**src/rtl/opdec_pkg.sv**
```systemverilog
// Constants, types and field layouts for the operand decoder.
// Contract
// - Taken skip costs two or three cycles
// - Double-word move takes two cycles
// - Peripheral register read adds one cycle
// - Write-back is W13 or [W13]+=2
// - Bit select is 4 bits, 0..15
// - Ten-bit literal capped at 255 for bytes
// - Program address literal must be even
// - Keep five MCU flags, zero sticky
// - Keep overflow and saturate per accumulator
// - Accumulator operand selects A or B
// - File working destination is W0
// - Square register is one of W4..W7
// - Multiply pairs: six distinct W4..W7 pairs
// - X prefetch from W8/W9 allowed forms
// - Y prefetch from W10/W11 allowed forms
// - Prefetch destination is W4..W7
// - Divide operands are direct registers
// - Size defaults to word
// - Instruction is 24 bits, 8-bit opcode
// - Zero-topped second word acts as no-op
package opdec_pkg;

  localparam int INSTR_W = 24;
  localparam int OPC_MSB = 23;
  localparam int OPC_LSB = 16;
  localparam logic [7:0] OPC_NOP_WORD2 = 8'h00;

  localparam logic [3:0] REG_W0 = 4'h0;
  localparam logic [3:0] REG_W4 = 4'h4;
  localparam logic [3:0] REG_W7 = 4'h7;
  localparam logic [3:0] REG_W8 = 4'h8;
  localparam logic [3:0] REG_W9 = 4'h9;
  localparam logic [3:0] REG_W10 = 4'hA;
  localparam logic [3:0] REG_W11 = 4'hB;
  localparam logic [3:0] REG_W12 = 4'hC;
  localparam logic [3:0] REG_W13 = 4'hD;
  localparam logic [3:0] REG_W14 = 4'hE;

  localparam logic [9:0] BYTE_LIT_MAX = 10'h0FF;
  localparam logic [3:0] AWB_STEP = 4'h2;
  localparam logic [2:0] PF_STEP_MAX = 3'h3;

  localparam logic [2:0] BASE_CYCLES = 3'h1;
  localparam logic [2:0] SKIP1_EXTRA = 3'h1;
  localparam logic [2:0] SKIP2_EXTRA = 3'h2;
  localparam logic [2:0] SFR_EXTRA = 3'h1;
  localparam logic [2:0] DMOV_EXTRA = 3'h1;

  // Operand size suffix.
  typedef enum logic [1:0] {
    SZ_WORD = 2'h0,
    SZ_BYTE = 2'h1,
    SZ_DWORD = 2'h2,
    SZ_SHADOW = 2'h3
  } size_t;

  // Prefetch mode: 0 none, 1 plain, 2 post-inc, 3 post-dec, 4 offset W12.
  typedef enum logic [2:0] {
    PF_NONE = 3'h0,
    PF_PLAIN = 3'h1,
    PF_INC = 3'h2,
    PF_DEC = 3'h3,
    PF_OFS = 3'h4
  } pf_mode_t;

  typedef struct packed {
    logic valid;
    logic [23:0] word;
    logic second_word;
    size_t size;
    logic acc_sel;
    logic awb_en;
    logic awb_indirect;
    logic [3:0] bit_select_field;
    logic [9:0] ten_bit_literal;
    logic [22:0] program_addr_literal;
    logic file_to_file_op_work_reg;
    logic [1:0] sq_reg;
    logic [3:0] dsp_mult_pair;
    logic mult_square;
    pf_mode_t x_mode;
    logic x_reg;
    logic [1:0] x_step;
    logic [3:0] x_dest;
    pf_mode_t y_mode;
    logic y_reg;
    logic [1:0] y_step;
    logic [3:0] y_dest;
    logic div_indirect;
    logic [3:0] div_dividend;
    logic [3:0] div_divisor;
    logic skip_taken;
    logic skip_two_word;
    logic dword_move;
    logic sfr_access;
  } instr_req_t;

  typedef struct packed {
    logic c;
    logic digit_carry_flag;
    logic n;
    logic overflow_flag;
    logic z;
  } mcu_flags_t;

  typedef struct packed {
    logic acc_a_overflow;
    logic acc_b_overflow;
    logic acc_a_saturate;
    logic acc_b_saturate;
  } dsp_flags_t;

  typedef struct packed {
    logic valid;
    logic illegal;
    logic nop;
    logic [7:0] opcode;
    logic [2:0] cycles;
    logic [3:0] acc_writeback_dest;
    logic [3:0] awb_post_inc;
    logic acc_b_sel;
    logic [3:0] file_op_work_reg;
    logic [15:0] bit_mask;
    logic [23:0] prog_addr;
    logic [3:0] mul_a;
    logic [3:0] mul_b;
    logic [3:0] x_prefetch_addr;
    logic [3:0] y_prefetch_addr;
    size_t size;
  } dec_out_t;

endpackage

```
**src/rtl/operand_decode.sv**
```systemverilog
// Operand decoder with cycle count and status flag storage.
`timescale 1ns/100ps
`default_nettype none
module operand_decode (
  input wire logic mclk,
  input wire logic reset_n,
  input wire opdec_pkg::instr_req_t req,
  input wire logic mcu_flag_we,
  input wire opdec_pkg::mcu_flags_t mcu_flag_in,
  input wire logic dsp_flag_we,
  input wire opdec_pkg::dsp_flags_t dsp_flag_in,
  output logic dec_valid,
  output opdec_pkg::dec_out_t dec,
  output opdec_pkg::mcu_flags_t mcu_flags,
  output opdec_pkg::dsp_flags_t dsp_flags
);

  typedef struct packed {
    opdec_pkg::dec_out_t dec;
    opdec_pkg::mcu_flags_t mcu;
    opdec_pkg::dsp_flags_t dsp;
  } state_t;

  state_t s_q;
  state_t s_d;
  logic x_bad;
  logic y_bad;
  logic [3:0] x_reg_sel;
  logic [3:0] y_reg_sel;

  // ==========================================================
  // Multiply pair table
  // ==========================================================
  // Codes 0..5 map to the six distinct pairs; others are illegal.
  function automatic logic [8:0] pair_lookup(input logic [3:0] code);
    begin
      case (code)
        4'h0: pair_lookup = {1'b1, 4'h4, 4'h5};
        4'h1: pair_lookup = {1'b1, 4'h4, 4'h6};
        4'h2: pair_lookup = {1'b1, 4'h4, 4'h7};
        4'h3: pair_lookup = {1'b1, 4'h5, 4'h6};
        4'h4: pair_lookup = {1'b1, 4'h5, 4'h7};
        4'h5: pair_lookup = {1'b1, 4'h6, 4'h7};
        default: pair_lookup = {1'b0, 4'h0, 4'h0};
      endcase
    end
  endfunction

  // ==========================================================
  // Prefetch operand checks
  // ==========================================================
  prefetch_check u_x_check (
    .mode(req.x_mode),
    .reg_hi(req.x_reg),
    .step(req.x_step),
    .dest(req.x_dest),
    .base_lo(opdec_pkg::REG_W8),
    .addr_reg(x_reg_sel),
    .bad(x_bad)
  );

  prefetch_check u_y_check (
    .mode(req.y_mode),
    .reg_hi(req.y_reg),
    .step(req.y_step),
    .dest(req.y_dest),
    .base_lo(opdec_pkg::REG_W10),
    .addr_reg(y_reg_sel),
    .bad(y_bad)
  );

  // ==========================================================
  // Next state
  // ==========================================================
  always_comb
  begin
    logic [8:0] pair;
    logic [2:0] cyc;
    logic ill;
    pair = 9'h000;
    cyc = 3'h0;
    ill = 1'b0;
    s_d = s_q;
    s_d.dec.valid = req.valid;

    if (req.valid)
    begin
      s_d.dec.opcode =
        req.word[opdec_pkg::OPC_MSB:opdec_pkg::OPC_LSB];
      s_d.dec.nop = req.second_word &&
        (req.word[opdec_pkg::OPC_MSB:opdec_pkg::OPC_LSB] ==
         opdec_pkg::OPC_NOP_WORD2);
      s_d.dec.size = req.size;

      s_d.dec.acc_b_sel = req.acc_sel;

      s_d.dec.acc_writeback_dest = opdec_pkg::REG_W13;
      s_d.dec.awb_post_inc = (req.awb_en && req.awb_indirect) ?
        opdec_pkg::AWB_STEP : 4'h0;

      s_d.dec.bit_mask = 16'h0001 << req.bit_select_field;

      if (req.size == opdec_pkg::SZ_BYTE &&
          req.ten_bit_literal > opdec_pkg::BYTE_LIT_MAX)
      begin
        ill = 1'b1;
      end

      if (req.program_addr_literal[0])
      begin
        ill = 1'b1;
      end
      // The address keeps its value with the low bit forced even.
      s_d.dec.prog_addr =
        {1'b0, req.program_addr_literal[22:1], 1'b0};

      s_d.dec.file_op_work_reg = opdec_pkg::REG_W0;

      if (req.mult_square)
      begin
        s_d.dec.mul_a = opdec_pkg::REG_W4 + {2'b00, req.sq_reg};
        s_d.dec.mul_b = opdec_pkg::REG_W4 + {2'b00, req.sq_reg};
      end
      else
      begin
        pair = pair_lookup(req.dsp_mult_pair);
        s_d.dec.mul_a = pair[7:4];
        s_d.dec.mul_b = pair[3:0];
        if (!pair[8])
        begin
          ill = 1'b1;
        end
      end

      s_d.dec.x_prefetch_addr = x_reg_sel;
      s_d.dec.y_prefetch_addr = y_reg_sel;
      if (x_bad || y_bad)
      begin
        ill = 1'b1;
      end

      if (req.div_indirect)
      begin
        ill = 1'b1;
      end

      cyc = opdec_pkg::BASE_CYCLES;
      if (req.skip_taken)
      begin
        cyc = cyc + (req.skip_two_word ? opdec_pkg::SKIP2_EXTRA :
                     opdec_pkg::SKIP1_EXTRA);
      end
      if (req.dword_move)
      begin
        cyc = cyc + opdec_pkg::DMOV_EXTRA;
      end
      if (req.sfr_access)
      begin
        cyc = cyc + opdec_pkg::SFR_EXTRA;
      end
      s_d.dec.cycles = cyc;
      s_d.dec.illegal = ill;
    end

    if (mcu_flag_we)
    begin
      s_d.mcu.c = mcu_flag_in.c;
      s_d.mcu.digit_carry_flag = mcu_flag_in.digit_carry_flag;
      s_d.mcu.n = mcu_flag_in.n;
      s_d.mcu.overflow_flag = mcu_flag_in.overflow_flag;
      // Zero only clears; a zero result never sets it again.
      s_d.mcu.z = s_q.mcu.z & mcu_flag_in.z;
    end
    if (dsp_flag_we)
    begin
      s_d.dsp = dsp_flag_in;
    end
  end

  always_ff @(posedge mclk or negedge reset_n)
  begin
    if (!reset_n)
    begin
      s_q <= '0;
    end
    else
    begin
      s_q <= s_d;
    end
  end

  assign dec_valid = s_q.dec.valid;
  assign dec = s_q.dec;
  assign mcu_flags = s_q.mcu;
  assign dsp_flags = s_q.dsp;

endmodule
`default_nettype wire

```
**src/rtl/prefetch_check.sv**
```systemverilog
// Checks one prefetch address operand and its destination register.
`timescale 1ns/100ps
`default_nettype none
module prefetch_check (
  input wire opdec_pkg::pf_mode_t mode,
  input wire logic reg_hi,
  input wire logic [1:0] step,
  input wire logic [3:0] dest,
  input wire logic [3:0] base_lo,
  output logic [3:0] addr_reg,
  output logic bad
);

  // The offset form exists only on the upper base register.
  always_comb
  begin
    addr_reg = reg_hi ? base_lo + 4'h1 : base_lo;
    bad = 1'b0;
    case (mode)
      opdec_pkg::PF_NONE: bad = 1'b0;
      opdec_pkg::PF_PLAIN: bad = 1'b0;
      opdec_pkg::PF_INC, opdec_pkg::PF_DEC:
        bad = (step == 2'h0);
      opdec_pkg::PF_OFS: bad = !reg_hi;
      default: bad = 1'b1;
    endcase
    if (mode != opdec_pkg::PF_NONE &&
        (dest < opdec_pkg::REG_W4 || dest > opdec_pkg::REG_W7))
    begin
      bad = 1'b1;
    end
  end

endmodule
`default_nettype wire

```
**config.mk**
```make
export PLATFORM = sky130hd
export DESIGN_NAME = operand_decode
export DESIGN_NICKNAME = d
export VERILOG_FILES = /design/src/rtl/opdec_pkg.sv /design/src/rtl/operand_decode.sv /design/src/rtl/prefetch_check.sv
export SDC_FILE = /design/constraint.sdc
export NUM_CORES = 1
export LEC_CHECK = 0
export BUFFER_PORTS_ARGS = -buffer_cell sky130_fd_sc_hd__buf_4
export CAP_MARGIN = 30
export CORE_MARGIN = 1
export CORE_UTILIZATION = 47
export DETAILED_ROUTE_END_ITERATION = 8
export PLACE_DENSITY = 0.95
export SLEW_MARGIN = 10
export SYNTH_ARGS = -nofsm -noshare
export SYNTH_HDL_FRONTEND = slang
export SYNTH_HIERARCHICAL = 1
export SYNTH_SLANG_ARGS = --single-unit
```
**constraint.sdc**
```tcl
create_clock -name mclk -period 2.3 [get_ports mclk]
set_clock_uncertainty 0.15 [all_clocks]
set_input_delay 0.345 -clock mclk [delete_from_list [all_inputs] [get_ports mclk]]
set_output_delay 0.345 -clock mclk [all_outputs]
set_load 0.02 [all_outputs]
```
After elaboration in Yosys (flattened, before gate mapping)
Cells that the tools add are included.

$add $sub $neg: 4. $lt $le $gt $ge: 5. Equality and inequality tests: 14. Shift-type cells: 1. Multiplexer cells: 23. Bitwise logic cells: 1. Reductions and logical operators: 22.

Operator list (count): 9-bit case mux with 6 select lines (1); 9-bit 2-to-1 mux (2); 1-bit by 4-bit << shifter with 16-bit output (first input constant) (1); 3-bit 2-to-1 mux (5); 3-bit by 2-bit equality test with 1-bit output (second input constant) (4); 10-bit by 8-bit > comparator with 1-bit output (second input constant) (1); 1-bit 2-to-1 mux (10); 4-bit by 2-bit equality test with 1-bit output (second input constant) (2); 4-bit by 3-bit equality test with 1-bit output (second input constant) (2); 4-bit by 3-bit > comparator with 1-bit output (second input constant) (2); 8-bit logical NOT (1); 4-bit by 3-bit less-than comparator with 1-bit output (second input constant) (2); 8-bit 2-to-1 mux (1); 2-bit OR reduction (4); 3-bit by 1-bit adder with 3-bit output (second input constant) (2); 3-bit by 1-bit equality test with 1-bit output (second input constant) (2); 3-bit equality test (second input constant) (2); 3-bit logical NOT (2); 1-bit case mux with 3 select lines (2); 3-bit nonzero test (2); 1-bit logical AND (5); 3-bit by 2-bit adder with 4-bit output (first input constant) (1); 4-bit by 1-bit equality test with 1-bit output (second input constant) (1); 2-bit logical NOT (2); 7 further kinds (11).

Register bits: 85. Input port bits: 122. Output and inout port bits: 95. Logic and storage cells: 94.

Depth between registers and ports, before layout
Word-level depth: 9. Gate-level depth with buffers: 6. Depth with buffers taken out: 6.

Cells and area by module
The synthesis kept the hierarchy.

Modules (own cells, without submodules): operand_decode (instances 1, cells an instance 269, area an instance 3326.9 um^2, sequential area each 1976.9 um^2); prefetch_check (instances 2, cells an instance 13, area an instance 96.3 um^2, sequential area each 0.0 um^2).

Worst setup path before layout
Ideal clock, no wire load.

Kind: input to register. Start: input port req[18] (netlist name). End: register s_q, in the netlist dec[83]. Library setup time: 0.126 ns. Arrival time: 1.300 ns. Required time: 2.024 ns. Path slack: 0.724 ns. Stages: 6. Path buffers: 0. Path through: nor2_1 -> a2111oi_1 -> nor2_1 -> nor4_1 -> o221a_1 -> a21oi_1.

Word-level cells in the longest chain between the ends: 6.

RTL lines: start: declaration (RTL line operand_decode.sv:7) `input wire opdec_pkg::instr_req_t req,`; 2-bit logical NOT (RTL line prefetch_check.sv:23) `bad = (step == 2'h0);`; 1-bit case mux with 3 select lines (RTL line prefetch_check.sv:19) `case (mode)`; 1-bit 2-to-1 mux (RTL line prefetch_check.sv:27) `if (mode != opdec_pkg::PF_NONE &&`; named net y_bad (RTL line operand_decode.sv:27) `logic y_bad;`; 1-bit logical OR (RTL line operand_decode.sv:137) `if (x_bad || y_bad)`; 1-bit 2-to-1 mux (RTL line operand_decode.sv:137); 1-bit 2-to-1 mux (RTL line operand_decode.sv:142) `if (req.div_indirect)`; end signal: assignment (RTL line operand_decode.sv:184) `s_q <= '0;`; end signal: assignment (RTL line operand_decode.sv:188) `s_q <= s_d;`; end: declaration (RTL line operand_decode.sv:24) `state_t s_q;`.

The timed path passes the listed nets, and every way through them passes these cells. A chain may end at the register's enable or synchronous reset.

Worst setup path after layout
Start: input port req[28] (netlist name). End: register s_q, in the netlist dec[83].

Word-level cells in the longest chain between the ends: 6.

RTL lines: 2-bit logical NOT (RTL line prefetch_check.sv:23); 1-bit case mux with 3 select lines (RTL line prefetch_check.sv:19); 1-bit 2-to-1 mux (RTL line prefetch_check.sv:27); named net x_bad (RTL line operand_decode.sv:26) `logic x_bad;`; 1-bit logical OR (RTL line operand_decode.sv:137); 1-bit 2-to-1 mux (RTL line operand_decode.sv:137); 1-bit 2-to-1 mux (RTL line operand_decode.sv:142).

The timed path passes the listed nets, and every way through them passes these cells.

==> run_results.csv <==
group,metric,value,unit
drt,totalWireLength,7740,um
worst_setup_path,critPathKind,"in2reg",
global_routing,antenna_found_initial,0,
drt,topRoutingLayerUsed,"met4",
worst_setup_path,cp.arrival,1.54,ns
floorplan,start_util,48.5,%
drt,wl_per_cell,13.3,um
clock_network,cts_buffers,9,
logic_synthesis,synthSimpleGateAreaFrac,8.96,%
power_and_ir_drop,leakagePower,2.48,nW
logic_synthesis,synth_mux_area_share,16.6,%
clock_network,tritoncts,"yes",
clock_network,cts_root_buf,"clkbuf_8",
floorplan,core_area,7250,um^2
floorplan,dieArea,7840,um^2
place,dpl.cell_count,565,
worst_setup_path,required,2.36,ns
place,portBuffers,167,
final_layout,syn_to_final_growth,46.0,%
drt,dr.pass1.iters,6,
logic_synthesis,synth_compound_area_share,6.68,%
logic_synthesis,synth_top_family_by_area,"multiplexers",
floorplan,chipHeight,88.5,um
clock_network,cts.sink_count,79,
timing,grt_setup_unrepaired,"false",
timing,finalSetupTns,0,ns
floorplan,fp-row-count,31,
global_routing,grt_max_degree,43,
hold_path,worstHoldStart,"req[43]",
final_layout,nets,603,
worst_setup_path,reg2reg_from,"dec[74]$_DFFE_PN0P_",
power_and_ir_drop,power_density,708,nW/um^2
drt,met3_length,477,um
clock_network,holdBufCountCts,1,
drt,wl_met2,4020,um
clock_network,cts_post_setup_buffers_inserted,0,
logic_synthesis,yosys.cell_count.top_type,"dfrtp_1",
logic_synthesis,async_flop_share,100,%
floorplan,chipWidth,88.5,um
logic_synthesis,synthDistinctLibCells,37,
clock_network,path_clk_slew,0.08,ns
global_routing,grt_first_pass_wirelength,11800,um
worst_setup_path,r2r_cells,1,
logic_synthesis,yosysSeqAreaShare,56.2,%
global_routing,grt_pass1_vias,2655,
hold_path,hold_depth,2,
global_routing,grt_use_total,19.8,%
timing,slew_violations,0,
timing,fin_crit,1.49,ns
worst_setup_path,start_kind,"primary input",
power_and_ir_drop,ir_drop,0.638,mV
logic_synthesis,synth_xor_area_share,2.63,%
job,maxCapViolCount,0,
final_layout,drive_gt1_share,40.8,%
final_layout,num_antenna_cells,0,
clock_network,cts_max_level,3,
place,place_hpwl,6020,um
timing,fin_crit_sh,64.6,%
worst_setup_path,crit_path_max_fanout,1,
place,place_congestion,0.784,
logic_synthesis,ys.flop_type,"dfrtp_1",
logic_synthesis,synth.largest_area_cell,"dfrtp_1",
timing,setup_viol,0,
global_routing,grt-ovfl-total,0,
logic_synthesis,syn_area_per_cell,11.9,um^2
clock_network,cts_resized,0,
timing,hold_violations,0,
drt,vias,2771,
status,status,"completed",
logic_synthesis,synth_area_leaders,"dfrtp_1, mux2_1, buf_4",
logic_synthesis,synth_edf_count,0,
final_layout,stdcell_count,582,
drt,drc,0,
timing,fmax,673,MHz
drt,drtIter0Drc,62,
drt,wl_met1,3180,um
logic_synthesis,synthAdderAreaFrac,1.07,%
logic_synthesis,synth_top_area_share,56.2,%
worst_setup_path,rrSetupSlack,1.34,ns
worst_setup_path,rr_endpoint,"dec[74]$_DFFE_PN0P_",
drt,ant_nets,0,
logic_synthesis,ys_warn_count,6,
logic_synthesis,synth_commonest_cells,"dfrtp_1, mux2_1, inv_1",
logic_synthesis,syn_area,3520,um^2
drt,vias_per_cell,4.76,
clock_network,clk_latency,0.32,ns
hold_path,holdPathEnd,"dec[20]$_DFFE_PN0P_",
logic_synthesis,synthCells,295,
hold_path,worst_hold_path_type,"in2reg",
floorplan,io_pins,217,
worst_setup_path,endpoint_kind,"flip-flop",
logic_synthesis,ys_ff_latch,79,
clock_network,clockBufferDepth,2,
-- final cells by class --
cell class | instances | area [um^2]
Sequential cell | 79 | 1980
Clock inverter | 6 | 133
Clock buffer | 10 | 128
Multi-Input combinational cell | 194 | 1380
Tap cell | 99 | 124
Inverter | 23 | 87.6
Fill cell | 536 | 2120
Timing Repair Buffer | 171 | 1310
-- registers in the layout, summed over array words and instances (netlist names) --
register and count:
dsp_flags 4, dec 69, dec_valid 1, mcu_flags 5
-- routing by layer --
layer / global-route usage [%] / up-vias
li1: - / 1346
met1: 22.8 / 1311
met2: 35.6 / 105
met3: 5.22 / 9
met4: 6.45 / 0
met5: 0 / -
-- critical path: stages --
cell and delay, ns:
buf_4 0.08, nor2_1 0.03, a2111oi_1 0.42, nor2_1 0.09
nor4_1 0.29, o221a_1 0.23, a21oi_1 0.06
-- worst max-delay path by stage --
stage | startpoint | end | slack (ns) | depth (start not counted)
finish | req[28] | dec[83]$_DFFE_PN0P_ | 0.81 | 7
global placement | req[18] | dec[83]$_DFFE_PN0P_ | 0.47 | 7
detailed placement | req[18] | dec[83]$_DFFE_PN0P_ | 0.46 | 7
global route | req[16] | dec[83]$_DFFE_PN0P_ | 0.72 | 7
CTS | req[18] | dec[83]$_DFFE_PN0P_ | 0.83 | 7
floorplan | req[18] | dec[83]$_DFFE_PN0P_ | 0.72 | 6
-- through the flow --
stage | total power, W | util [%] | setup WS [ns] | hold slack [ns] | cell area (um^2)
after CTS | 0.00368 | 70.8 | 0.828 | 0.0589 | 5140
final | 0.00364 | 70.8 | 0.814 | 0.0766 | 5140
after global routing | 0.00380 | 70.8 | 0.719 | 0.0587 | 5140
after detailed placement | 0.00235 | 67.1 | 0.463 | 0.193 | 4870
after floorplan | 0.00197 | - | 0.724 | -0.101 | 3620
after global placement | 0.00233 | 67.1 | 0.473 | 0.182 | 4870
-- report_power, final --
group / internal, W / switching (W)
registers: 0.00151 / 0.0000654
clock network: 0.000830 / 0.000487
logic: 0.000358 / 0.000391
total: 0.00270 / 0.000943
-- placed cells by master, fill, tap and decap left out, types with 2 or more instances in the layout --
| master | n |
|---|---|
| buf_12 | 2 |
| ha_1 | 3 |
| xnor2_1 | 6 |
| nor2_1 | 19 |
| a21oi_1 | 5 |
| dfrtp_1 | 79 |
| buf_4 | 168 |
| mux2_2 | 10 |
| a2111oi_1 | 2 |
| nand2_1 | 6 |
| conb_1 | 30 |
| a31oi_1 | 5 |
| nand4_1 | 10 |
| o21ai_1 | 19 |
| xor2_1 | 2 |
| nor2b_1 | 5 |
| bufinv_16 | 4 |
| clkbuf_8 | 9 |
| mux2_1 | 41 |
| clkinv_2 | 2 |
| a211oi_1 | 3 |
| nand3_1 | 11 |
| inv_1 | 22 |
| nand3b_1 | 2 |
-- logic make-up after synthesis --
| family | Yosys count |
|---|---|
| compound gates | 39 |
| xor+xnor | 9 |
| fa+ha+maj | 3 |
| buf+inv | 50 |
| flops | 79 |
| mux | 52 |
| other cells | 2 |
| simple gates | 61 |
Power figures use the tool's default switching activity.
